**src/rtl/trip_arc_pkg.sv**
```systemverilog
// Contract
// RULE1: zero attempt count means no auto reset
// RULE2: nonzero count auto resets up to count
// RULE3: wait programmed delay, 0.0 to 25.0 s
// RULE4: overload trips wait at least ten seconds
// RULE5: same trip increments counter, different clears
// RULE6: counter at limit blocks further auto reset
// RULE7: five trip-free minutes clear the counter
// RULE8: never auto reset protected trip classes
// RULE9: manual reset clears the counter
// RULE10: hold off clears healthy on every trip
// RULE11: hold on keeps healthy if reset follows
// RULE12: action field 0-7, stop/brake/phase bits
// RULE13: bit 0 clear trips minor faults at once
// RULE14: bit 0 set stops first, regen trips
// RULE15: full brake accumulator trips or disables braking
// RULE16: bit 2 masks phase loss on small drive
// RULE17: attempt count accepts 0 to 5
// RULE18: keep last trip code for comparison
// RULE19: timers run from a fixed background tick; the tick counter here restarts on each trip entry
package trip_arc_pkg;

	// ------------------------------------------------------------
	// register map
	// ------------------------------------------------------------
	localparam logic [7:0] OFS_ATTEMPTS = 8'h00;
	localparam logic [7:0] OFS_WAIT     = 8'h04;
	localparam logic [7:0] OFS_KEEP     = 8'h08;
	localparam logic [7:0] OFS_ACTION   = 8'h0C;
	localparam logic [7:0] OFS_STATUS   = 8'h10;
	localparam logic [7:0] OFS_IRQ_STAT = 8'h14;
	localparam logic [7:0] OFS_IRQ_MASK = 8'h18;

	localparam logic [2:0]  RST_ATTEMPTS = 3'h0;
	localparam logic [15:0] RST_WAIT     = 16'h0000;
	localparam logic        RST_KEEP     = 1'b0;
	localparam logic [2:0]  RST_ACTION   = 3'h0;
	localparam logic [3:0]  RST_MASK     = 4'h0;

	localparam logic [2:0]  ATTEMPTS_MAX = 3'h5;
	localparam logic [15:0] WAIT_MAX     = 16'h00FA;

	localparam int ACT_STOP_BIT  = 0;
	localparam int ACT_BRAKE_BIT = 1;
	localparam int ACT_PHASE_BIT = 2;

	// irq status bits
	localparam int IRQ_TRIP    = 0;
	localparam int IRQ_AUTO    = 1;
	localparam int IRQ_REFUSED = 2;
	localparam int IRQ_BRAKE   = 3;

	// brake accumulator in 0.1 % steps
	localparam logic [9:0] ACC_FULL    = 10'h3E8;
	localparam logic [9:0] ACC_RELEASE = 10'h3B6;

	// internal trip codes
	localparam logic [7:0] CODE_BRAKE_OVL = 8'h13;
	localparam logic [7:0] CODE_PHASE     = 8'h20;

	// ------------------------------------------------------------
	// timing
	// ------------------------------------------------------------
	localparam int CLK_MHZ      = 200;
	localparam int TICK_MS      = 100;
	localparam int TICK_CYCLES  = TICK_MS * 1000 * CLK_MHZ;
	localparam int FIVE_MIN_S   = 300;
	localparam int OVL_MIN_S    = 10;
	localparam logic [11:0] FIVE_MIN_TICKS = 12'(FIVE_MIN_S * 1000 / TICK_MS);
	localparam logic [15:0] OVL_MIN_TICKS  = 16'(OVL_MIN_S * 1000 / TICK_MS);

	typedef enum logic [3:0] {
		ST_IDLE    = 4'h1,
		ST_STOP    = 4'h2,
		ST_TRIPPED = 4'h4,
		ST_WAIT    = 4'h8
	} arc_state_type;

endpackage

```
**src/rtl/trip_auto_reset_control.sv**
```systemverilog
`timescale 1ns/1ps
module trip_auto_reset_control #(
	parameter int TICK_CYCLES = trip_arc_pkg::TICK_CYCLES
) (
	input  wire logic        clk,             // system clock
	input  wire logic        rst_n,           // sync reset
	input  wire logic [7:0]  addr,            // register byte address
	input  wire logic [31:0] wr_data,         // write data
	input  wire logic        wr_en,           // write strobe
	input  wire logic        rd_en,           // read strobe
	output logic      [31:0] rd_data_ff,      // read data, next cycle
	input  wire logic        fault_req,       // trip request pulse
	input  wire logic [7:0]  fault_code,      // trip code
	input  wire logic        fault_no_auto,   // protected class
	input  wire logic        fault_overload,  // overload class
	input  wire logic        fault_minor,     // non-important class
	input  wire logic        manual_reset,    // manual reset pulse
	input  wire logic        regen_mode,      // regen operation
	input  wire logic        motor_stopped,   // motor at standstill
	input  wire logic        small_drive,     // smallest LV size
	input  wire logic        phase_loss_det,  // supply phase lost
	input  wire logic [9:0]  brake_energy_accumulator, // 0.1 % units
	output logic             trip_active_ff,  // drive tripped
	output logic             auto_reset_ff,   // auto reset pulse
	output logic             drive_ok_flag_ff,// healthy
	output logic             stop_request_ff, // stop before trip
	output logic             brake_off_ff,    // braking switch disabled
	output logic             irq_ff           // interrupt level
);

	localparam int TW = $clog2(TICK_CYCLES);

	trip_arc_pkg::arc_state_type state_ff;
	logic [2:0]  auto_reset_attempt_count_ff;
	logic [15:0] auto_reset_wait_time_ff;
	logic        keep_healthy_until_final_attempt_ff;
	logic [2:0]  trip_detection_action_ff;
	logic [3:0]  irq_stat_ff;
	logic [3:0]  irq_mask_ff;
	logic [2:0]  cnt_ff;
	logic [7:0]  last_code_ff;
	logic        had_trip_ff;
	logic [7:0]  cap_code_ff;
	logic        cap_ovl_ff;
	logic        cap_noauto_ff;
	logic [15:0] delay_ff;
	logic [TW-1:0] tick_cnt_ff;
	logic [11:0] free_cnt_ff;

	// ------------------------------------------------------------
	// trip detection
	// ------------------------------------------------------------
	logic       idle;
	logic       brake_full;
	logic       phase_trip;
	logic       brake_trip;
	logic       trip_any;
	logic       go_stop;
	logic       enter;
	logic [7:0] new_code;
	logic       new_ovl;
	logic       new_noauto;
	logic       same;
	logic [2:0] base;
	logic       allowed;
	logic       tick;
	logic       fire;
	logic [15:0] dly;
	logic [3:0] irq_set;

	assign idle       = state_ff == trip_arc_pkg::ST_IDLE;
	assign brake_full = brake_energy_accumulator >= trip_arc_pkg::ACC_FULL;
	// RULE15 brake trip option
	assign brake_trip = brake_full && !trip_detection_action_ff[trip_arc_pkg::ACT_BRAKE_BIT];
	// RULE16 phase loss mask
	assign phase_trip = phase_loss_det
		&& !(trip_detection_action_ff[trip_arc_pkg::ACT_PHASE_BIT] && small_drive);
	assign trip_any   = fault_req || brake_trip || phase_trip;

	always_comb begin
		new_code   = cap_code_ff;
		new_ovl    = cap_ovl_ff;
		new_noauto = cap_noauto_ff;
		if (idle) begin
			if (fault_req) begin
				new_code   = fault_code;
				new_ovl    = fault_overload;
				new_noauto = fault_no_auto;
			end else if (brake_trip) begin
				new_code   = trip_arc_pkg::CODE_BRAKE_OVL;
				new_ovl    = 1'b1;
				new_noauto = 1'b0;
			end else begin
				new_code   = trip_arc_pkg::CODE_PHASE;
				new_ovl    = 1'b0;
				new_noauto = 1'b0;
			end
		end
	end

	// RULE13 RULE14 stop or trip
	assign go_stop = fault_req && fault_minor && !regen_mode
		&& trip_detection_action_ff[trip_arc_pkg::ACT_STOP_BIT];
	assign enter = !manual_reset && ((idle && trip_any && !go_stop)
		|| (state_ff == trip_arc_pkg::ST_STOP && motor_stopped));

	// RULE5 RULE18 compare with last
	assign same = had_trip_ff && new_code == last_code_ff;
	assign base = same ? cnt_ff : 3'h0;
	// RULE1 RULE2 RULE6 RULE8 permission
	assign allowed = auto_reset_attempt_count_ff != 3'h0 && !new_noauto
		&& base < auto_reset_attempt_count_ff;
	// RULE3 RULE4 delay with overload floor
	assign dly = (new_ovl && auto_reset_wait_time_ff < trip_arc_pkg::OVL_MIN_TICKS)
		? trip_arc_pkg::OVL_MIN_TICKS : auto_reset_wait_time_ff;

	// RULE19 background tick
	assign tick = tick_cnt_ff == TW'(TICK_CYCLES - 1);
	assign fire = !manual_reset && state_ff == trip_arc_pkg::ST_WAIT && delay_ff == 16'h0000;

	always_ff @(posedge clk) begin
		if (!rst_n || enter || tick)
			tick_cnt_ff <= '0;
		else
			tick_cnt_ff <= tick_cnt_ff + TW'(1);
	end

	// ------------------------------------------------------------
	// sequencer
	// ------------------------------------------------------------
	always_ff @(posedge clk) begin
		if (!rst_n) begin
			state_ff <= trip_arc_pkg::ST_IDLE;
		end else begin
			case (state_ff)
				trip_arc_pkg::ST_IDLE: begin
					if (manual_reset)
						state_ff <= trip_arc_pkg::ST_IDLE;
					else if (enter)
						state_ff <= allowed ? trip_arc_pkg::ST_WAIT : trip_arc_pkg::ST_TRIPPED;
					else if (trip_any && go_stop)
						state_ff <= trip_arc_pkg::ST_STOP;
				end
				trip_arc_pkg::ST_STOP: begin
					if (manual_reset)
						state_ff <= trip_arc_pkg::ST_IDLE;
					else if (enter)
						state_ff <= allowed ? trip_arc_pkg::ST_WAIT : trip_arc_pkg::ST_TRIPPED;
				end
				trip_arc_pkg::ST_WAIT: begin
					if (manual_reset || fire)
						state_ff <= trip_arc_pkg::ST_IDLE;
				end
				trip_arc_pkg::ST_TRIPPED: begin
					if (manual_reset)
						state_ff <= trip_arc_pkg::ST_IDLE;
				end
				default: state_ff <= trip_arc_pkg::ST_IDLE;
			endcase
		end
	end

	always_ff @(posedge clk) begin
		if (!rst_n) begin
			cap_code_ff   <= 8'h00;
			cap_ovl_ff    <= 1'b0;
			cap_noauto_ff <= 1'b0;
		end else if (idle && trip_any) begin
			cap_code_ff   <= new_code;
			cap_ovl_ff    <= new_ovl;
			cap_noauto_ff <= new_noauto;
		end
	end

	always_ff @(posedge clk) begin
		if (!rst_n)
			delay_ff <= 16'h0000;
		else if (enter)
			delay_ff <= dly;
		else if (tick && delay_ff != 16'h0000)
			delay_ff <= delay_ff - 16'h0001;
	end

	always_ff @(posedge clk) begin
		if (!rst_n) begin
			last_code_ff <= 8'h00;
			had_trip_ff  <= 1'b0;
		end else if (enter) begin
			last_code_ff <= new_code;
			had_trip_ff  <= 1'b1;
		end
	end

	// RULE7 trip-free timer
	always_ff @(posedge clk) begin
		if (!rst_n || enter)
			free_cnt_ff <= 12'h000;
		else if (tick && free_cnt_ff != trip_arc_pkg::FIVE_MIN_TICKS)
			free_cnt_ff <= free_cnt_ff + 12'h001;
	end

	always_ff @(posedge clk) begin
		if (!rst_n)
			cnt_ff <= 3'h0;
		// RULE9 manual clear
		else if (manual_reset)
			cnt_ff <= 3'h0;
		// RULE5 keep or clear count
		else if (enter)
			cnt_ff <= base;
		// RULE2 count the attempt
		else if (fire)
			cnt_ff <= cnt_ff + 3'h1;
		// RULE7 idle timeout clear
		else if (free_cnt_ff == trip_arc_pkg::FIVE_MIN_TICKS)
			cnt_ff <= 3'h0;
	end

	// ------------------------------------------------------------
	// outputs
	// ------------------------------------------------------------
	always_ff @(posedge clk) begin
		if (!rst_n) begin
			trip_active_ff  <= 1'b0;
			auto_reset_ff   <= 1'b0;
			stop_request_ff <= 1'b0;
		end else begin
			auto_reset_ff   <= fire;
			stop_request_ff <= !manual_reset && !enter
				&& (state_ff == trip_arc_pkg::ST_STOP || (idle && trip_any && go_stop));
			if (manual_reset || fire)
				trip_active_ff <= 1'b0;
			else if (enter)
				trip_active_ff <= 1'b1;
		end
	end

	always_ff @(posedge clk) begin
		if (!rst_n)
			drive_ok_flag_ff <= 1'b1;
		else if (manual_reset || fire)
			drive_ok_flag_ff <= 1'b1;
		// RULE10 RULE11 healthy hold
		else if (enter && !(keep_healthy_until_final_attempt_ff && allowed))
			drive_ok_flag_ff <= 1'b0;
	end

	// RULE15 braking switch hysteresis
	always_ff @(posedge clk) begin
		if (!rst_n)
			brake_off_ff <= 1'b0;
		else if (brake_full && trip_detection_action_ff[trip_arc_pkg::ACT_BRAKE_BIT])
			brake_off_ff <= 1'b1;
		else if (brake_energy_accumulator < trip_arc_pkg::ACC_RELEASE)
			brake_off_ff <= 1'b0;
	end

	// ------------------------------------------------------------
	// registers
	// ------------------------------------------------------------
	function automatic logic hit(input logic [7:0] a, input logic [7:0] ofs);
		hit = a == ofs;
	endfunction

	always_ff @(posedge clk) begin
		if (!rst_n) begin
			auto_reset_attempt_count_ff         <= trip_arc_pkg::RST_ATTEMPTS;
			auto_reset_wait_time_ff             <= trip_arc_pkg::RST_WAIT;
			keep_healthy_until_final_attempt_ff <= trip_arc_pkg::RST_KEEP;
			trip_detection_action_ff            <= trip_arc_pkg::RST_ACTION;
			irq_mask_ff                         <= trip_arc_pkg::RST_MASK;
		end else if (wr_en) begin
			// RULE17 clamp attempts
			if (hit(addr, trip_arc_pkg::OFS_ATTEMPTS))
				auto_reset_attempt_count_ff <= (wr_data[2:0] > trip_arc_pkg::ATTEMPTS_MAX)
					? trip_arc_pkg::ATTEMPTS_MAX : wr_data[2:0];
			// RULE3 clamp delay
			if (hit(addr, trip_arc_pkg::OFS_WAIT))
				auto_reset_wait_time_ff <= (wr_data[15:0] > trip_arc_pkg::WAIT_MAX)
					? trip_arc_pkg::WAIT_MAX : wr_data[15:0];
			if (hit(addr, trip_arc_pkg::OFS_KEEP))
				keep_healthy_until_final_attempt_ff <= wr_data[0];
			// RULE12 action field
			if (hit(addr, trip_arc_pkg::OFS_ACTION))
				trip_detection_action_ff <= wr_data[2:0];
			if (hit(addr, trip_arc_pkg::OFS_IRQ_MASK))
				irq_mask_ff <= wr_data[3:0];
		end
	end

	assign irq_set = {brake_full && trip_detection_action_ff[trip_arc_pkg::ACT_BRAKE_BIT]
		&& !brake_off_ff, enter && !allowed, fire, enter};

	// set wins over write-one-clear
	always_ff @(posedge clk) begin
		if (!rst_n)
			irq_stat_ff <= 4'h0;
		else if (wr_en && hit(addr, trip_arc_pkg::OFS_IRQ_STAT))
			irq_stat_ff <= (irq_stat_ff & ~wr_data[3:0]) | irq_set;
		else
			irq_stat_ff <= irq_stat_ff | irq_set;
	end

	always_ff @(posedge clk) begin
		if (!rst_n)
			irq_ff <= 1'b0;
		else
			irq_ff <= |(irq_stat_ff & irq_mask_ff);
	end

	always_ff @(posedge clk) begin
		if (!rst_n || !rd_en) begin
			rd_data_ff <= 32'h0000_0000;
		end else begin
			case (addr)
				trip_arc_pkg::OFS_ATTEMPTS: rd_data_ff <= {29'h0, auto_reset_attempt_count_ff};
				trip_arc_pkg::OFS_WAIT:     rd_data_ff <= {16'h0, auto_reset_wait_time_ff};
				trip_arc_pkg::OFS_KEEP:
					rd_data_ff <= {31'h0, keep_healthy_until_final_attempt_ff};
				trip_arc_pkg::OFS_ACTION:   rd_data_ff <= {29'h0, trip_detection_action_ff};
				trip_arc_pkg::OFS_STATUS:
					rd_data_ff <= {16'h0, last_code_ff, 1'b0, stop_request_ff, brake_off_ff,
						drive_ok_flag_ff, trip_active_ff, cnt_ff};
				trip_arc_pkg::OFS_IRQ_STAT: rd_data_ff <= {28'h0, irq_stat_ff};
				trip_arc_pkg::OFS_IRQ_MASK: rd_data_ff <= {28'h0, irq_mask_ff};
				default:                    rd_data_ff <= 32'h0000_0000;
			endcase
		end
	end
endmodule // trip_auto_reset_control

```
**config.mk**
```make
export PLATFORM = sky130hd
export DESIGN_NAME = trip_auto_reset_control
export DESIGN_NICKNAME = d
export VERILOG_FILES = /design/src/rtl/trip_arc_pkg.sv /design/src/rtl/trip_auto_reset_control.sv
export SDC_FILE = /design/constraint.sdc
export NUM_CORES = 1
export LEC_CHECK = 0
export ABC_AREA = 1
export BUFFER_PORTS_ARGS = -buffer_cell sky130_fd_sc_hd__buf_2
export CORE_ASPECT_RATIO = 0.9
export CORE_MARGIN = 3
export CORE_UTILIZATION = 55
export DETAILED_ROUTE_END_ITERATION = 8
export PLACE_DENSITY_LB_ADDON = 0.05
export SKIP_LAST_GASP = 1
export SLEW_MARGIN = 20
export SYNTH_ARGS = -nofsm -noshare
export SYNTH_HDL_FRONTEND = slang
export SYNTH_SLANG_ARGS = --single-unit
```
**constraint.sdc**
```tcl
create_clock -name clk -period 3.3 [get_ports clk]
set_clock_uncertainty 0.15 [all_clocks]
set_input_delay 0.33 -clock clk [delete_from_list [all_inputs] [get_ports clk]]
set_output_delay 0.33 -clock clk [all_outputs]
set_load 0.05 [all_outputs]
```
==> impl_metrics.csv <==
group,metric,value,unit
run_status,status,"finished, final reports clean",
detailed_routing,wire_per_inst,13.7,µm
sta,max_freq,337,MHz
sta,rsz0062_at_grt,"false",
clocking,cts_buffers,17,
sta,hold_viol_final,0,
detailed_routing,vias,6262,
die,start_util,0.574,
die,die_width,122,µm
setup_path,critPathLaunchType,"register",
clocking,clk_latency,0.42,ns
detailed_routing,drt_wl_total,16.2,mm
global_routing,grt_first_pass_wirelength,27.2,mm
logic_synthesis,synth_area,6700,µm²
layout,syn2layout_area_growth,15.6,%
setup_path,critPathTopFamily,"simple AND/OR/NAND/NOR gates",
die,core_area,11700,µm²
setup_path,slowest_stage,"a2111oi_2",
die,num_rows,37,
setup_path,path_common_cell,"nor2_1",
detailed_routing,via_per_inst,5.30,
logic_synthesis,synth_seq_cells,132,
sta,setup_viol,0,
clocking,cts-root-buf,"clkbuf_16",
sta,min_period_over_period,0.899,
placed_design,dp_hpwl,11.8,mm
setup_path,crit_fanout,16,
clocking,postCtsSetupBuffers,0,
setup_path,path_class,"register to register",
placed_design,placed_cells,1153,
clocking,htree_num_levels,4,
logic_synthesis,synthArstFlopShare,0,
hold_path,min_path_type,"input port to register",
setup_path,worstRegToRegCells,15,
sta,slew_viol_final,0,
detailed_routing,drt_first_pass_iters,5,
power_and_ir_drop,max-vdd-ir-drop,0.464,mV
layout,layout.nets,1094,
global_routing,antenna_found_initial,0,
die,die_area,13500,µm²
layout,final_area,7740,µm²
setup_path,end_kind,"register",
logic_synthesis,yosysWarnings,0,
setup_path,rrSetupSlack,0.33,ns
global_routing,grtUsageTotal,0.247,
global_routing,grt_overflow,0,
placed_design,place.gp.congestion,0.904,
clocking,clockBufferDepth,2,
global_routing,grt_pass1_vias,5717,
setup_path,rr_startpoint,"state_ff[0]$_SDFFE_PN1P_",
placed_design,numPortBuffers,75,
detailed_routing,antenna_left,0,
clocking,clock_sinks,132,
setup_path,reg2reg_to,"state_ff[2]$_SDFFE_PN0P_",
flow_run,maxCapViolCount,0,
setup_path,crit_start,"state_ff[0]$_SDFFE_PN1P_",
hold_path,hold_start,"wr_en",
die,die_h,111,µm
logic_synthesis,synth_flop_cell,"dfxtp_1",
logic_synthesis,synth_area_per_cell,7.13,µm²
setup_path,cp.arrival,3.11,ns
layout,drive_gt1_frac,0.156,
power_and_ir_drop,p_leak,0.00319,µW
detailed_routing,first_iter_violations,529,
sta,maxSlewHeadroom,0.417,
sta,worstMarginPinSlew,0.867,ns
die,io-pin-count,109,
detailed_routing,drcViolationCount,0,
layout,stdcell_count,1182,
power_and_ir_drop,p_total,4080,µW
logic_synthesis,yosys.cell_types.count,55,
hold_path,hold_end,"keep_healthy_until_final_attempt_ff$_SDFFE_PN0P_",
setup_path,crit_buf_inv,1,
logic_synthesis,yosysSeqAreaShare,0.395,
hold_path,hold_depth,2,
sta,finalCriticalPeriod,2.97,ns
clocking,clk_pin_slew_worst_paths,0.05,ns
clocking,tritoncts,"built",
setup_path,crit_chain,"inv_2 > nor2_4 > nand2_4 > o21ai_1 > nor2_1 > nor2_1 > nand3_1 > nor2_1 > nand3_1 > nor2_1 > ha_1 > a2111oi_2 > nand2_1 > nand2_1 > a21oi_1",
global_routing,grt_max_degree,41,
setup_path,crit_required,3.44,ns
power_and_ir_drop,powerDensity,527,nW/µm²
setup_path,slowest_delay,0.40,ns
layout,diodes,0,
logic_synthesis,syn_inst,939,
placed_design,placed_area,7140,µm²
logic_synthesis,synth-edff-count,0,
sta,setup_tns,0,ns
-- logic make-up after synthesis --
kind of cell | after synthesis | synth area share
flip-flops | 132 | 0.395
XOR/XNOR | 23 | 0.0301
buffers and inverters | 179 | 0.115
other | 1 | 0.000560
AO/OA/AOI/OAI | 178 | 0.152
AND/OR/NAND/NOR | 419 | 0.294
adder cells (fa/ha/maj) | 7 | 0.0131
-- layer usage --
layer,global-route usage,share of wire,vias up
met5,0,0,-
met4,0.0664,0.0098,0
met3,0.0633,0.069,12
met2,0.352,0.43,200
met1,0.370,0.50,2839
li1,-,-,3211
-- worst max-delay path by stage --
stage          cells past startpoint                   endpoint
6_report                          15   state_ff[2]$_SDFFE_PN0P_
5_1_grt                           15  irq_stat_ff[2]$_SDFF_PN0_
4_1_cts                           15  irq_stat_ff[2]$_SDFF_PN0_
3_5_place_dp                      15  irq_stat_ff[2]$_SDFF_PN0_
3_3_place_gp                      15  irq_stat_ff[2]$_SDFF_PN0_
2_1_floorplan                     16  irq_stat_ff[2]$_SDFF_PN0_
-- cell usage after synthesis (5+ instances only) --
cell type / number / area share
inv_1: 127 / 0.071
o21ai_0: 47 / 0.035
ha_1: 7 / 0.013
buf_4: 20 / 0.022
o22ai_1: 8 / 0.0075
nand2_1: 173 / 0.097
a211oi_1: 7 / 0.0078
nor3_1: 36 / 0.027
xor2_1: 19 / 0.025
o21ai_1: 7 / 0.0052
nor4_1: 11 / 0.010
nand3_1: 40 / 0.030
dfxtp_1: 132 / 0.39
nor2_1: 101 / 0.057
inv_2: 11 / 0.0062
nand4_1: 18 / 0.017
a21oi_1: 79 / 0.059
buf_2: 5 / 0.0037
clkbuf_1: 11 / 0.0062
-- where the power goes --
part	switching (µW)	internal [µW]
sequential	38.2	1640
combinational	317	144
clock	662	1270
total	1020	3060
-- cell type report --
cell class	instances	area (µm²)
inverters	139	524
repair buffers	83	435
fillers	1093	3920
clock buffers	25	505
flip-flops and latches	132	2640
well taps	156	195
clock inverters	4	95.1
multi-input cells	643	3350
-- metrics by stage --
step / setup WS [ns] / hold WS (ns) / utilization
3_3_place_gp: 0.225 / 0.279 / 0.612
4_1_cts: 0.199 / 0.0132 / 0.663
5_1_grt: 0.0657 / 0.0235 / 0.664
2_1_floorplan: 0.693 / 0.267 / -
6_report: 0.334 / 0.0258 / 0.664
3_5_place_dp: 0.210 / 0.288 / 0.612
-- cell usage in the layout, fill, tap and decap left out, types with 4 or more instances in the layout --
cell / n
inv_2: 11
nand4_1: 18
inv_1: 127
nor3b_1: 4
clkbuf_16: 17
clkbuf_8: 5
or2_2: 4
o21ai_1: 7
xnor2_1: 4
nand3_1: 40
a221oi_1: 4
nand2_2: 4
a211oi_1: 7
nor4_1: 11
xor2_1: 19
nor3_2: 4
nor2_2: 4
buf_4: 8
dfxtp_1: 132
a21oi_1: 79
nor3_1: 36
nor2_1: 101
conb_1: 16
o21ai_0: 47
nand2_1: 173
buf_2: 75
o22ai_1: 8
ha_1: 7
-- sequential cells by signal, indices dropped and copies added, names as in the netlist, 3 cells and up --
register and cells:
delay_ff 16, cap_code_ff 8, auto_reset_attempt_count_ff 3, trip_detection_action_ff 3, auto_reset_wait_time_ff 16, irq_mask_ff 4
state_ff 4, rd_data_ff 16, tick_cnt_ff 25, last_code_ff 8, free_cnt_ff 12, irq_stat_ff 4
cnt_ff 3
-- timing repair --
item / CTS / global route
gates resized for setup: 0 / 2
hold buffers: 0 / 0
endpoints found under the hold margin: 0 / 0
setup endpoints to repair: 0 / 4
Power figures use the tool's default switching activity.
